File: src/rtl/sram_cmd_pkg.sv
// Shared constants, states and carriers of the burst memory command port
`default_nettype none

package sram_cmd_pkg;

   // ***************************************************************
   // Widths of the widest organisation
   // ***************************************************************
   localparam int ADDR_W  = 20;
   localparam int UPPER_W = 18;
   localparam int LOW_W   = 2;
   localparam int LANES   = 8;
   localparam int LANE_W  = 8;
   localparam int DATA_W  = LANES * LANE_W;

   // ***************************************************************
   // Reset and step values
   // ***************************************************************
   localparam logic [LOW_W-1:0]   CNT_ZERO   = 2'h0;
   localparam logic [LOW_W-1:0]   CNT_STEP   = 2'h1;
   localparam logic [LANES-1:0]   LANES_NONE = 8'h00;
   localparam logic [DATA_W-1:0]  DATA_ZERO  = 64'h0;
   localparam logic [LANES-1:0]   PAR_ZERO   = 8'h00;
   localparam logic [UPPER_W-1:0] UPPER_ZERO = 18'h0;
   localparam logic               ORDER_INTERLEAVED = 1'h1;

   // Access state: deselected, reading or writing
   typedef enum logic [2:0] {
      st_idle  = 3'h1,
      st_read  = 3'h2,
      st_write = 3'h4
   } access_state_e;

   // One access handed to the storage behind the port
   typedef struct packed {
      logic               write;
      logic [ADDR_W-1:0]  addr;
      logic [LANES-1:0]   lane_we;
      logic [DATA_W-1:0]  data;
      logic [LANES-1:0]   parity;
   } access_s;

   localparam access_s ACCESS_NONE = '{1'h0, 20'h0, 8'h00, 64'h0, 8'h00};

endpackage

`default_nettype wire

File: src/rtl/sync_burst_sram_cmd_port.sv
// Command-side port of a synchronous pipelined burst memory
//
// Overview of operation
// - Address pins, low two bits included, are taken on a rising edge.
// - Lane write selects count only in write cycles, begun by a load with an active write strobe.
// - Each lane select gates its data byte and its parity bit alike.
// - The write strobe is sampled only on edges with the qualifier low.
// - Advance high on a qualified edge steps the burst counter of a live read or write burst.
// - With the qualifier high all command and burst state holds and selection stays.
// - Selection needs select one low, select two high, select three low.
// - The burst order strap picks interleaved when high, linear when low.
// - Data drivers stay off in write data, after deselect and deselected.
`timescale 1ns/10ps
`default_nettype none

module sync_burst_sram_cmd_port (
   input  wire logic                               clock,
   input  wire logic                               rst,
   input  wire logic [sram_cmd_pkg::UPPER_W-1:0]   addr_high,
   input  wire logic                               addr_bit_one,
   input  wire logic                               addr_bit_zero,
   input  wire logic                               write_strobe_n,
   input  wire logic [sram_cmd_pkg::LANES-1:0]     lane_write_select_n,
   input  wire logic                               advance_or_load,
   input  wire logic                               clock_qualifier_n,
   input  wire logic                               chip_select_one_n,
   input  wire logic                               chip_select_two,
   input  wire logic                               chip_select_three_n,
   input  wire logic                               output_enable_n,
   input  wire logic                               burst_order_strap,
   input  wire logic [sram_cmd_pkg::DATA_W-1:0]    dq_in,
   input  wire logic [sram_cmd_pkg::LANES-1:0]     parity_lane_in,
   output logic      [sram_cmd_pkg::DATA_W-1:0]    dq_out,
   output logic      [sram_cmd_pkg::LANES-1:0]     parity_lane_out,
   output logic                                    dq_oe,
   input  wire logic                               rsp_valid,
   input  wire logic [sram_cmd_pkg::DATA_W-1:0]    rsp_data,
   input  wire logic [sram_cmd_pkg::LANES-1:0]     rsp_parity,
   output var  logic                               acc_valid,
   input  wire logic                               acc_ready,
   output var  sram_cmd_pkg::access_s              acc_word,
   output var  logic                               cmd_ready
);

   localparam int ACC_W = $bits(sram_cmd_pkg::access_s);

   // ***************************************************************
   // State
   // ***************************************************************
   sram_cmd_pkg::access_state_e             state_q, state_d;
   logic [sram_cmd_pkg::UPPER_W-1:0]        upper_q, upper_d;
   logic [sram_cmd_pkg::LOW_W-1:0]          start_q, start_d;
   logic [sram_cmd_pkg::LOW_W-1:0]          cnt_q, cnt_d;
   logic                                    order_q;
   sram_cmd_pkg::access_s                   stage_q, stage_d;
   logic                                    stage_valid_q, stage_valid_d;
   logic                                    read_window_q, read_window_d;
   logic [ACC_W-1:0]                        buf_out;

   // ***************************************************************
   // Pin decode
   // ***************************************************************
   logic                                    qual;
   logic                                    selected;
   logic                                    do_load;
   logic                                    do_adv;
   logic                                    beat;
   sram_cmd_pkg::access_state_e             new_state;
   logic                                    is_write;
   logic [sram_cmd_pkg::LOW_W-1:0]          beat_low;
   logic [sram_cmd_pkg::LOW_W-1:0]          pin_low;
   logic                                    push;
   logic                                    buf_ready;
   sram_cmd_pkg::access_s                   push_word;

   // Edges with the qualifier high are invisible to all command and burst state
   assign qual     = ~clock_qualifier_n;
   assign selected = ~chip_select_one_n & chip_select_two
                     & ~chip_select_three_n;
   assign pin_low  = {addr_bit_one, addr_bit_zero};
   assign do_load  = qual & ~advance_or_load;
   // An advance after deselect has no burst to continue and is dropped
   assign do_adv   = qual & advance_or_load
                     & (state_q != sram_cmd_pkg::st_idle);
   assign new_state = ~selected ? sram_cmd_pkg::st_idle :
                      ~write_strobe_n ? sram_cmd_pkg::st_write :
                      sram_cmd_pkg::st_read;

   // ***************************************************************
   // Next-state terms
   // ***************************************************************
   // Load takes the pins; advance keeps the loaded upper bits
   assign state_d = do_load ? new_state : state_q;
   assign upper_d = do_load ? addr_high : upper_q;
   assign start_d = do_load ? pin_low : start_q;
   assign cnt_d   = do_load ? sram_cmd_pkg::CNT_ZERO :
                    do_adv  ? cnt_q + sram_cmd_pkg::CNT_STEP :
                    cnt_q;
   // Interleaved order flips bits, linear order adds with wrap
   assign beat_low = (order_q == sram_cmd_pkg::ORDER_INTERLEAVED) ?
                     (start_d ^ cnt_d) : (start_d + cnt_d);
   assign beat     = (do_load | do_adv)
                     & (state_d != sram_cmd_pkg::st_idle);
   assign is_write = (state_d == sram_cmd_pkg::st_write);

   // Beat taken on this edge waits one qualified edge for its data
   assign stage_d.write   = is_write;
   assign stage_d.addr    = {upper_d, beat_low};
   assign stage_d.lane_we = is_write ? ~lane_write_select_n
                            : sram_cmd_pkg::LANES_NONE;
   assign stage_d.data    = sram_cmd_pkg::DATA_ZERO;
   assign stage_d.parity  = sram_cmd_pkg::PAR_ZERO;
   assign stage_valid_d   = qual ? beat : stage_valid_q;

   // Driver window opens only for a read that follows a live cycle
   assign read_window_d = qual ?
                          ((state_d == sram_cmd_pkg::st_read)
                           & (state_q != sram_cmd_pkg::st_idle))
                          : read_window_q;

   // ***************************************************************
   // Data phase and hand-off
   // ***************************************************************
   // Byte and its parity share one lane select; others go as zero
   assign push_word.write   = stage_q.write;
   assign push_word.addr    = stage_q.addr;
   assign push_word.lane_we = stage_q.lane_we;
   genvar g;
   for (g = 0; g < sram_cmd_pkg::LANES; g++) begin : g_lane
      assign push_word.data[g*sram_cmd_pkg::LANE_W +: sram_cmd_pkg::LANE_W]
         = stage_q.lane_we[g] ?
           dq_in[g*sram_cmd_pkg::LANE_W +: sram_cmd_pkg::LANE_W]
           : 8'h00;
      assign push_word.parity[g] = stage_q.lane_we[g]
                                   & parity_lane_in[g];
   end
   // Controller must hold the qualifier high while cmd_ready is low
   assign push = qual & stage_valid_q & buf_ready;

   // ***************************************************************
   // Registers
   // ***************************************************************
   // Strap is caught during reset and then held for the whole run
   always_ff @(posedge clock) begin
      if (rst) begin
         order_q <= burst_order_strap;
      end
   end

   // Command and burst state
   always_ff @(posedge clock) begin
      if (rst) begin
         state_q       <= sram_cmd_pkg::st_idle;
         upper_q       <= sram_cmd_pkg::UPPER_ZERO;
         start_q       <= sram_cmd_pkg::CNT_ZERO;
         cnt_q         <= sram_cmd_pkg::CNT_ZERO;
         stage_q       <= sram_cmd_pkg::ACCESS_NONE;
         stage_valid_q <= 1'h0;
         read_window_q <= 1'h0;
      end else begin
         state_q       <= state_d;
         upper_q       <= upper_d;
         start_q       <= start_d;
         cnt_q         <= cnt_d;
         stage_valid_q <= stage_valid_d;
         read_window_q <= read_window_d;
         if (qual) begin
            stage_q <= stage_d;
         end
      end
   end

   // Read return and drivers; enable also drops with the enable pin
   always_ff @(posedge clock) begin
      if (rst) begin
         dq_out          <= sram_cmd_pkg::DATA_ZERO;
         parity_lane_out <= sram_cmd_pkg::PAR_ZERO;
         dq_oe           <= 1'h0;
      end else begin
         if (rsp_valid) begin
            dq_out          <= rsp_data;
            parity_lane_out <= rsp_parity;
         end
         dq_oe <= read_window_d & ~output_enable_n;
      end
   end

   // ***************************************************************
   // Buffer toward storage
   // ***************************************************************
   two_slot_buffer #(.WIDTH(ACC_W)) u_buf (
      .clock     (clock),
      .rst       (rst),
      .in_valid  (push),
      .in_ready  (buf_ready),
      .in_data   (push_word),
      .out_valid (acc_valid),
      .out_ready (acc_ready),
      .out_data  (buf_out)
   );
   assign acc_word  = sram_cmd_pkg::access_s'(buf_out);
   assign cmd_ready = buf_ready;
endmodule

`default_nettype wire

File: src/rtl/two_slot_buffer.sv
// Two-entry buffer with valid and ready on both sides, registered outputs
`timescale 1ns/10ps
`default_nettype none

module two_slot_buffer #(
   parameter int WIDTH = 8
) (
   input  wire logic             clock,
   input  wire logic             rst,
   input  wire logic             in_valid,
   output var  logic             in_ready,
   input  wire logic [WIDTH-1:0] in_data,
   output var  logic             out_valid,
   input  wire logic             out_ready,
   output var  logic [WIDTH-1:0] out_data
);

   logic             skid_valid_q;
   logic [WIDTH-1:0] skid_q;
   logic             drain;
   logic             push;

   // Head slot may be refilled when empty or being taken
   assign drain = out_ready | ~out_valid;
   assign push  = in_valid & in_ready;

   // Second slot catches a word while the drain side stalls
   always_ff @(posedge clock) begin
      if (rst) begin
         out_valid    <= 1'h0;
         skid_valid_q <= 1'h0;
         in_ready     <= 1'h1;
         out_data     <= '0;
         skid_q       <= '0;
      end else begin
         if (drain) begin
            if (skid_valid_q) begin
               out_data     <= skid_q;
               out_valid    <= 1'h1;
               skid_valid_q <= 1'h0;
               in_ready     <= 1'h1;
            end else begin
               out_valid <= push;
               if (push) begin
                  out_data <= in_data;
               end
            end
         end else if (push) begin
            skid_q       <= in_data;
            skid_valid_q <= 1'h1;
            in_ready     <= 1'h0; // Full: refuse until the head drains
         end
      end
   end

endmodule

`default_nettype wire

File: config.mk
export PLATFORM = sky130hd
export DESIGN_NAME = sync_burst_sram_cmd_port
export DESIGN_NICKNAME = d
export VERILOG_FILES = /design/src/rtl/sram_cmd_pkg.sv /design/src/rtl/sync_burst_sram_cmd_port.sv /design/src/rtl/two_slot_buffer.sv
export SDC_FILE = /design/constraint.sdc
export NUM_CORES = 1
export LEC_CHECK = 0
export CORE_MARGIN = 2
export CORE_UTILIZATION = 32
export DETAILED_ROUTE_END_ITERATION = 8
export DONT_BUFFER_PORTS = 1
export HOLD_SLACK_MARGIN = 0.15
export PLACE_DENSITY = 0.57
export RECOVER_POWER = 100
export SLEW_MARGIN = 20
export SYNTH_ARGS = -nofsm -noshare
export SYNTH_HDL_FRONTEND = slang
export SYNTH_HIERARCHICAL = 1
export SYNTH_SLANG_ARGS = --single-unit
File: constraint.sdc
create_clock -name clock -period 1.86 [get_ports clock]
set_input_delay 0.186 -clock clock [delete_from_list [all_inputs] [get_ports clock]]
set_output_delay 0.186 -clock clock [all_outputs]
set_load 0.005 [all_outputs]
## Yosys cells after proc, flatten, opt, wreduce, memory -nomap -nowiden

Index checks and enable logic that the tools add are counted.

| cells by class | value |
|---|---|
| add/sub/neg operators | 2 |
| equal/unequal tests | 5 |
| muxes and demuxes | 24 |
| bitwise gates (word level) | 30 |
| reduce and logical (&&, ||, !) cells | 6 |

Operators with widths:

| cell | count |
|---|---|
| $mux W101 | 2 |
| $mux W8 | 9 |
| $and A1 B1 Y1 | 19 |
| $mux W18 | 1 |
| $mux W3 | 3 |
| $mux W2 | 4 |
| $not A8 Y8 | 1 |
| $not A1 Y1 | 7 |
| $ne A3 B1 Y1 const B | 2 |
| $reduce_and A2 Y1 | 3 |
| $mux W1 | 5 |
| $reduce_bool A2 Y1 | 2 |
| $eq A3 B2 Y1 const B | 1 |
| $eq A3 B3 Y1 const B | 1 |
| $add A2 B1 Y2 const B | 1 |
| $add A2 B2 Y2 | 1 |
| $ne A2 B1 Y1 const B | 1 |
| $or A1 B1 Y1 | 2 |
| $reduce_or A2 Y1 | 1 |
| $xor A2 B2 Y2 | 1 |

| storage, ports and cells | value |
|---|---|
| register bits after elaboration | 335 |
| input bits | 184 |
| output and inout port bits | 176 |
| logic and storage cells | 85 |

## Longest topological paths before layout

| depth | value |
|---|---|
| depth in word-level cells | 9 |
| mapped depth | 11 |
| depth with buffers taken out | 8 |

## By module

Netlist, hierarchy kept.

Modules (own cells, without submodules):

| module | instances | cells each | area each (µm²) | seq. area each (µm²) |
|---|---|---|---|---|
| two_slot_buffer | 1 | 914 | 8645.8 | 4103.9 |
| sync_burst_sram_cmd_port | 1 | 588 | 5313.8 | 2612.5 |

## Worst setup path before layout

OpenSTA, ideal clock, no wires.

| timing path | value |
|---|---|
| kind | input-to-reg |
| from | input port clock_qualifier_n |
| to | register stage_q, in the netlist push_word[81] |
| library setup time | 88 ps |
| arrival | 1852 ps |
| required time | 1772 ps |
| setup slack | -80 ps |
| stages on the path | 11 |
| buffers on the path | 3 |
| cells stage by stage | buf_6 > buf_2 > nor2_1 > clkbuf_1 > nand2_1 > nand2_1 > ha_1 > nand2b_1 > and3_4 > a211o_1 > a311oi_2 |

| on the way | value |
|---|---|
| elaborated cells between the ends (all ways) | 10 |
| classes of those cells | add/sub: 1; mux: 4; bitwise: 5 |

RTL lines:

| item | RTL line | source |
|---|---|---|
| start, declared | sync_burst_sram_cmd_port.sv:25 | `input wire logic clock_qualifier_n,` |
| $not A1 Y1 | sync_burst_sram_cmd_port.sv:77 | `assign qual = ~clock_qualifier_n;` |
| $and A1 B1 Y1 | sync_burst_sram_cmd_port.sv:81 | `assign do_load = qual & ~advance_or_load;` |
| $mux W2 | sync_burst_sram_cmd_port.sv:95 | `assign start_d = do_load ? pin_low : start_q;` |
| named net start_d, one bit | sync_burst_sram_cmd_port.sv:52 | `logic [sram_cmd_pkg::LOW_W-1:0] start_q, start_d;` |
| $add A2 B2 Y2 | sync_burst_sram_cmd_port.sv:101 | `(start_d ^ cnt_d) : (start_d + cnt_d);` |
| $mux W2 | sync_burst_sram_cmd_port.sv:100 | `assign beat_low = (order_q == sram_cmd_pkg::ORDER_INTERLEAVED) ?` |
| end signal, assigned | sync_burst_sram_cmd_port.sv:157 | `stage_q <= sram_cmd_pkg::ACCESS_NONE;` |
| end signal, assigned | sync_burst_sram_cmd_port.sv:168 | `stage_q <= stage_d;` |
| end, declared | sync_burst_sram_cmd_port.sv:55 | `sram_cmd_pkg::access_s stage_q, stage_d;` |

The timed path passes the listed nets, and every way through them passes these cells.
A chain may end at the register's enable or synchronous reset.

## Worst setup path after layout

| timing path | value |
|---|---|
| from | register state_q[1] |
| to | register stage_q, in the netlist push_word[81] |

| on the way | value |
|---|---|
| longest elaborated chain between the ends | 6 |
| elaborated cells between the ends (all ways) | 7 |
| classes of those cells | add/sub: 1; eq/ne: 1; mux: 3; bitwise: 2 |

RTL lines:

| item | RTL line | source |
|---|---|---|
| start, declared | sync_burst_sram_cmd_port.sv:50 | `sram_cmd_pkg::access_state_e state_q, state_d;` |
| start signal, assigned | sync_burst_sram_cmd_port.sv:153 | `state_q <= sram_cmd_pkg::st_idle;` |
| start signal, assigned | sync_burst_sram_cmd_port.sv:161 | `state_q <= state_d;` |
| $ne A3 B1 Y1 | sync_burst_sram_cmd_port.sv:84 | `& (state_q != sram_cmd_pkg::st_idle);` |
| $and A1 B1 Y1 | sync_burst_sram_cmd_port.sv:84 |  |
| $mux W2 | sync_burst_sram_cmd_port.sv:97 | `do_adv ? cnt_q + sram_cmd_pkg::CNT_STEP :` |
| $mux W2 | sync_burst_sram_cmd_port.sv:96 | `assign cnt_d = do_load ? sram_cmd_pkg::CNT_ZERO :` |
| named net cnt_d, one bit | sync_burst_sram_cmd_port.sv:53 | `logic [sram_cmd_pkg::LOW_W-1:0] cnt_q, cnt_d;` |
| $add A2 B2 Y2 | sync_burst_sram_cmd_port.sv:101 |  |
| $mux W2 | sync_burst_sram_cmd_port.sv:100 |  |

The timed path passes the listed nets, and every way through them passes these cells.

==> results.py <==
metrics = {
    "timing": {
        "rsz0062_at_grt": "true",
        "skew_ns": 0.0252,
        "setup_violations": 0,
        "hold_violations": 114,
        "timing.hold.ws_ns": -0.279,
        "slew_violations": 0,
        "max_freq_ghz": 0.545,
        "slew_headroom_pct": 8.61,
        "tightest_slew_ns": 1.37,
        "min_period_ns": 1.84,
        "min_period_over_period_pct": 98.7,
    },
    "detailed_routing": {
        "antenna_left": 0,
        "num_vias": 11300,
        "drcViolationCount": 0,
        "drtPass1Iterations": 5,
        "drt-vias-per-instance": 5.02,
        "wirelength_um": 41800,
        "wl_per_cell_um": 18.6,
        "drt_iter0_markers": 638,
    },
    "synth": {
        "synth.most_common_cell": "dfxtp_1",
        "synth_area_leaders": "dfxtp_1 (48%), mux2i_1 (14%), a21oi_1 (8.9%)",
        "synth_edf_count": 1,
        "syn_area_mm2": 0.0140,
        "netlist.area_leader.share_pct": 47.9,
        "synth_common_cells": "dfxtp_1 (334), nand2_1 (256), a21oi_1 (249), mux2i_1 (193), nor2_1 (119)",
        "synth-seq-cells": 335,
        "ys.flop_type": "dfxtp_1",
        "synth_cell_type_count": 42,
        "synth_top_area_cell": "dfxtp_1",
        "syn_inst": 1502,
        "synth_sequential_area_ratio_pct": 48.1,
        "yosysWarnings": 6,
        "syn-num-nets": 1687,
        "avgSynthCellArea_um2": 9.29,
        "ys_async_sr_fraction_pct": 0,
    },
    "floorplanning": {
        "die_h_um": 213,
        "num_io_pins": 360,
        "die_area_mm2": 0.0453,
        "initial_core_util_pct": 32.4,
        "die_x_um": 213,
        "core_area_mm2": 0.0431,
        "placementRows": 76,
    },
    "critical_path": {
        "critPathCaptureType": "flop",
        "critical_path.top_delay_family": "compound AO/OA/AOI/OAI gates",
        "cp.arrival_ns": 2.28,
        "crit_fanout": 2,
        "crit_chain": "nor3b_2, mux2i_1, o21ai_1, ha_1, nand2b_1, and3_4, a211o_1, a311oi_2",
        "cp.required_ns": 2.30,
        "critPathLaunchType": "flop",
        "crit_buf_inv": 0,
        "max_stage_delay_ns": 0.32,
        "crit_type": "flop to flop",
        "cpMaxStageDelayCell": "dfxtp_1",
    },
    "finish": {
        "nNetsFinal": 1817,
        "syn_to_final_growth_pct": 26.8,
        "utilization_pct": 41.1,
        "layout-drive-gt1-share_pct": 11.9,
    },
    "clock_network": {
        "clk-insertion-delay-late_ns": 0.56,
        "cts_buffers": 40,
        "holdBufCountCts": 188,
        "h-tree-depth": 2,
        "cts.sinks": 335,
        "cts_tree": "yes",
        "clk_pin_slew_ns": 0.06,
        "cts_buffer_depth": 3,
        "root_buffer": "clkbuf_16",
    },
    "grt": {
        "grt_use_total_pct": 17.9,
        "grt_pass1_wl_um": 63600,
        "antenna_found_initial": 6,
        "grt_max_degree": 330,
        "gr-total-overflow": 0,
        "grt_pass1_vias": 11100,
    },
    "outcome": {
        "outcome": "complete, but fails checks",
        "failed_checks": "negative hold slack",
    },
    "min_path": {
        "min_path_type": "input pin to flop",
    },
    "pwr": {
        "cellPowerDensity_mw_per_mm2": 928,
        "power_mw": 16.4,
        "leakage_nw": 6.23,
        "ir_drop_uv": 597,
    },
    "placed_design": {
        "gp_congestion": 0.827,
        "dpl.hpwl_um": 25100,
        "numPortBuffers": 0,
    },
    "run": {
        "maxCapViolCount": 0,
    },
}
[cell type report]
class | count | area, um^2
flip-flops and latches | 335 | 6720
diodes | 4 | 10.0
inverters | 4 | 15.0
fillers | 4213 | 25400
clock buffers | 53 | 1140
multi-input cells | 1037 | 6620
clock inverters | 17 | 233
well taps | 585 | 732
repair buffers | 214 | 2230
[flip-flops by register name, summed over array words and instances (netlist names)]
name / count
upper_q: 18
parity_lane_out: 8
read_window_q: 1
cnt_q: 2
start_q: 2
u_buf/skid_q: 101
stage_valid_q: 1
u_buf/in_ready: 1
state_q: 3
order_q: 1
dq_oe: 1
dq_out: 64
u_buf/out_valid: 1
u_buf/skid_valid_q: 1
u_buf/out_data: 101
push_word: 29
[kinds of logic after synthesis]
family | count (synthesis) | synth area share, %
and+or+nand+nor | 469 | 14.5
muxes | 193 | 13.8
AOI/OAI and AO/OA | 374 | 18.8
DFF | 335 | 48.1
adders and majority gates | 1 | 0.0896
buffers and inverters | 130 | 4.63
[power by group]
| part | switching [mW] | leakage (nW) | internal [mW] |
|---|---|---|---|
| logic | 0.293 | 2.83 | 0.454 |
| clock network | 3.15 | 0.680 | 5.01 |
| registers | 0.156 | 2.72 | 7.35 |
| total | 3.60 | 6.23 | 12.8 |
[routing by layer]
layer	global-route usage (%)	share of wire, %	vias up
li1	-	-	5434
met1	22.4	43	5407
met2	28.6	45	373
met3	6.32	8.8	71
met4	5.84	2.8	2
met5	0	0.031	-
[worst paths after layout]
path                            startpoint                         endpoint  slack (ns)  cells past startpoint
max                  state_q[1]$_SDFF_PP0_       push_word[81]$_SDFFE_PP0N_        0.02                      8
max reg2reg          state_q[1]$_SDFF_PP0_       push_word[81]$_SDFFE_PP0N_        0.02                      8
min reg2reg  u_buf/skid_q[51]$_SDFFE_PP0P_    u_buf/skid_q[51]$_SDFFE_PP0P_        0.45                      2
min                                    rst  u_buf/out_data[10]$_SDFFE_PP0P_       -0.28                      1
[worst reg2reg max path: cells and delay by family (launching register included)]
| family | cells | cell delay [ns] |
|---|---|---|
| and+or+nand+nor | 3 | 0.50 |
| AOI/OAI and AO/OA | 3 | 0.65 |
| adders and majority gates | 1 | 0.17 |
| muxes | 1 | 0.11 |
| DFF | 1 | 0.32 |
[metrics by stage]
stage               worst slack (ns)  area (um^2)  cells  setup TNS [ns]  hold WS (ns)
CTS                           0.0164        17700   2247               0        -0.315
finish                        0.0239        17700   2249               0        -0.279
floorplan                     0.0292        14000   1502               0         0.265
global placement              0.0236        14500   1989               0         0.266
global route                 -0.0421        17700   2247          -0.403        -0.320
detailed placement           0.00331        14500   1989               0         0.272
[cells in the final DEF, fill, tap and decap left out, drive strengths merged]
cell	Yosys	routed
clkinvlp	0	1
edfxtp	1	1
a21o	1	1
or4b	1	1
nor2b	1	1
or4bb	1	1
a21oi	249	249
diode	0	4
a311oi	1	1
o211ai	1	1
or2	2	2
buf	75	28
nand2b	4	4
dfxtp	334	334
clkinv	0	9
bufinv	0	5
or3b	3	3
nor3b	1	1
and3	2	2
mux2i	193	193
ha	1	1
a211o	1	1
clkbuf	51	56
inv	4	6
o21bai	2	2
nand4b	1	1
a22oi	2	2
nor2	119	119
nand3b	1	1
nand2	256	256
nand3	1	1
o21ai	13	13
and2	73	73
and4b	1	1
dlygate4sd3	0	183
nor3	2	2
a211oi	101	101
o2111ai	1	1
o32ai	2	2
[repair_timing]
action | CTS | global route
resized for setup | 1 | 8
setup buffers | 0 | 1
pin swaps | 0 | 2
setup endpoints to repair | 1 | 14
endpoints found under the hold margin | 336 | 206
Note: power is estimated with default switching activity, not from simulation.
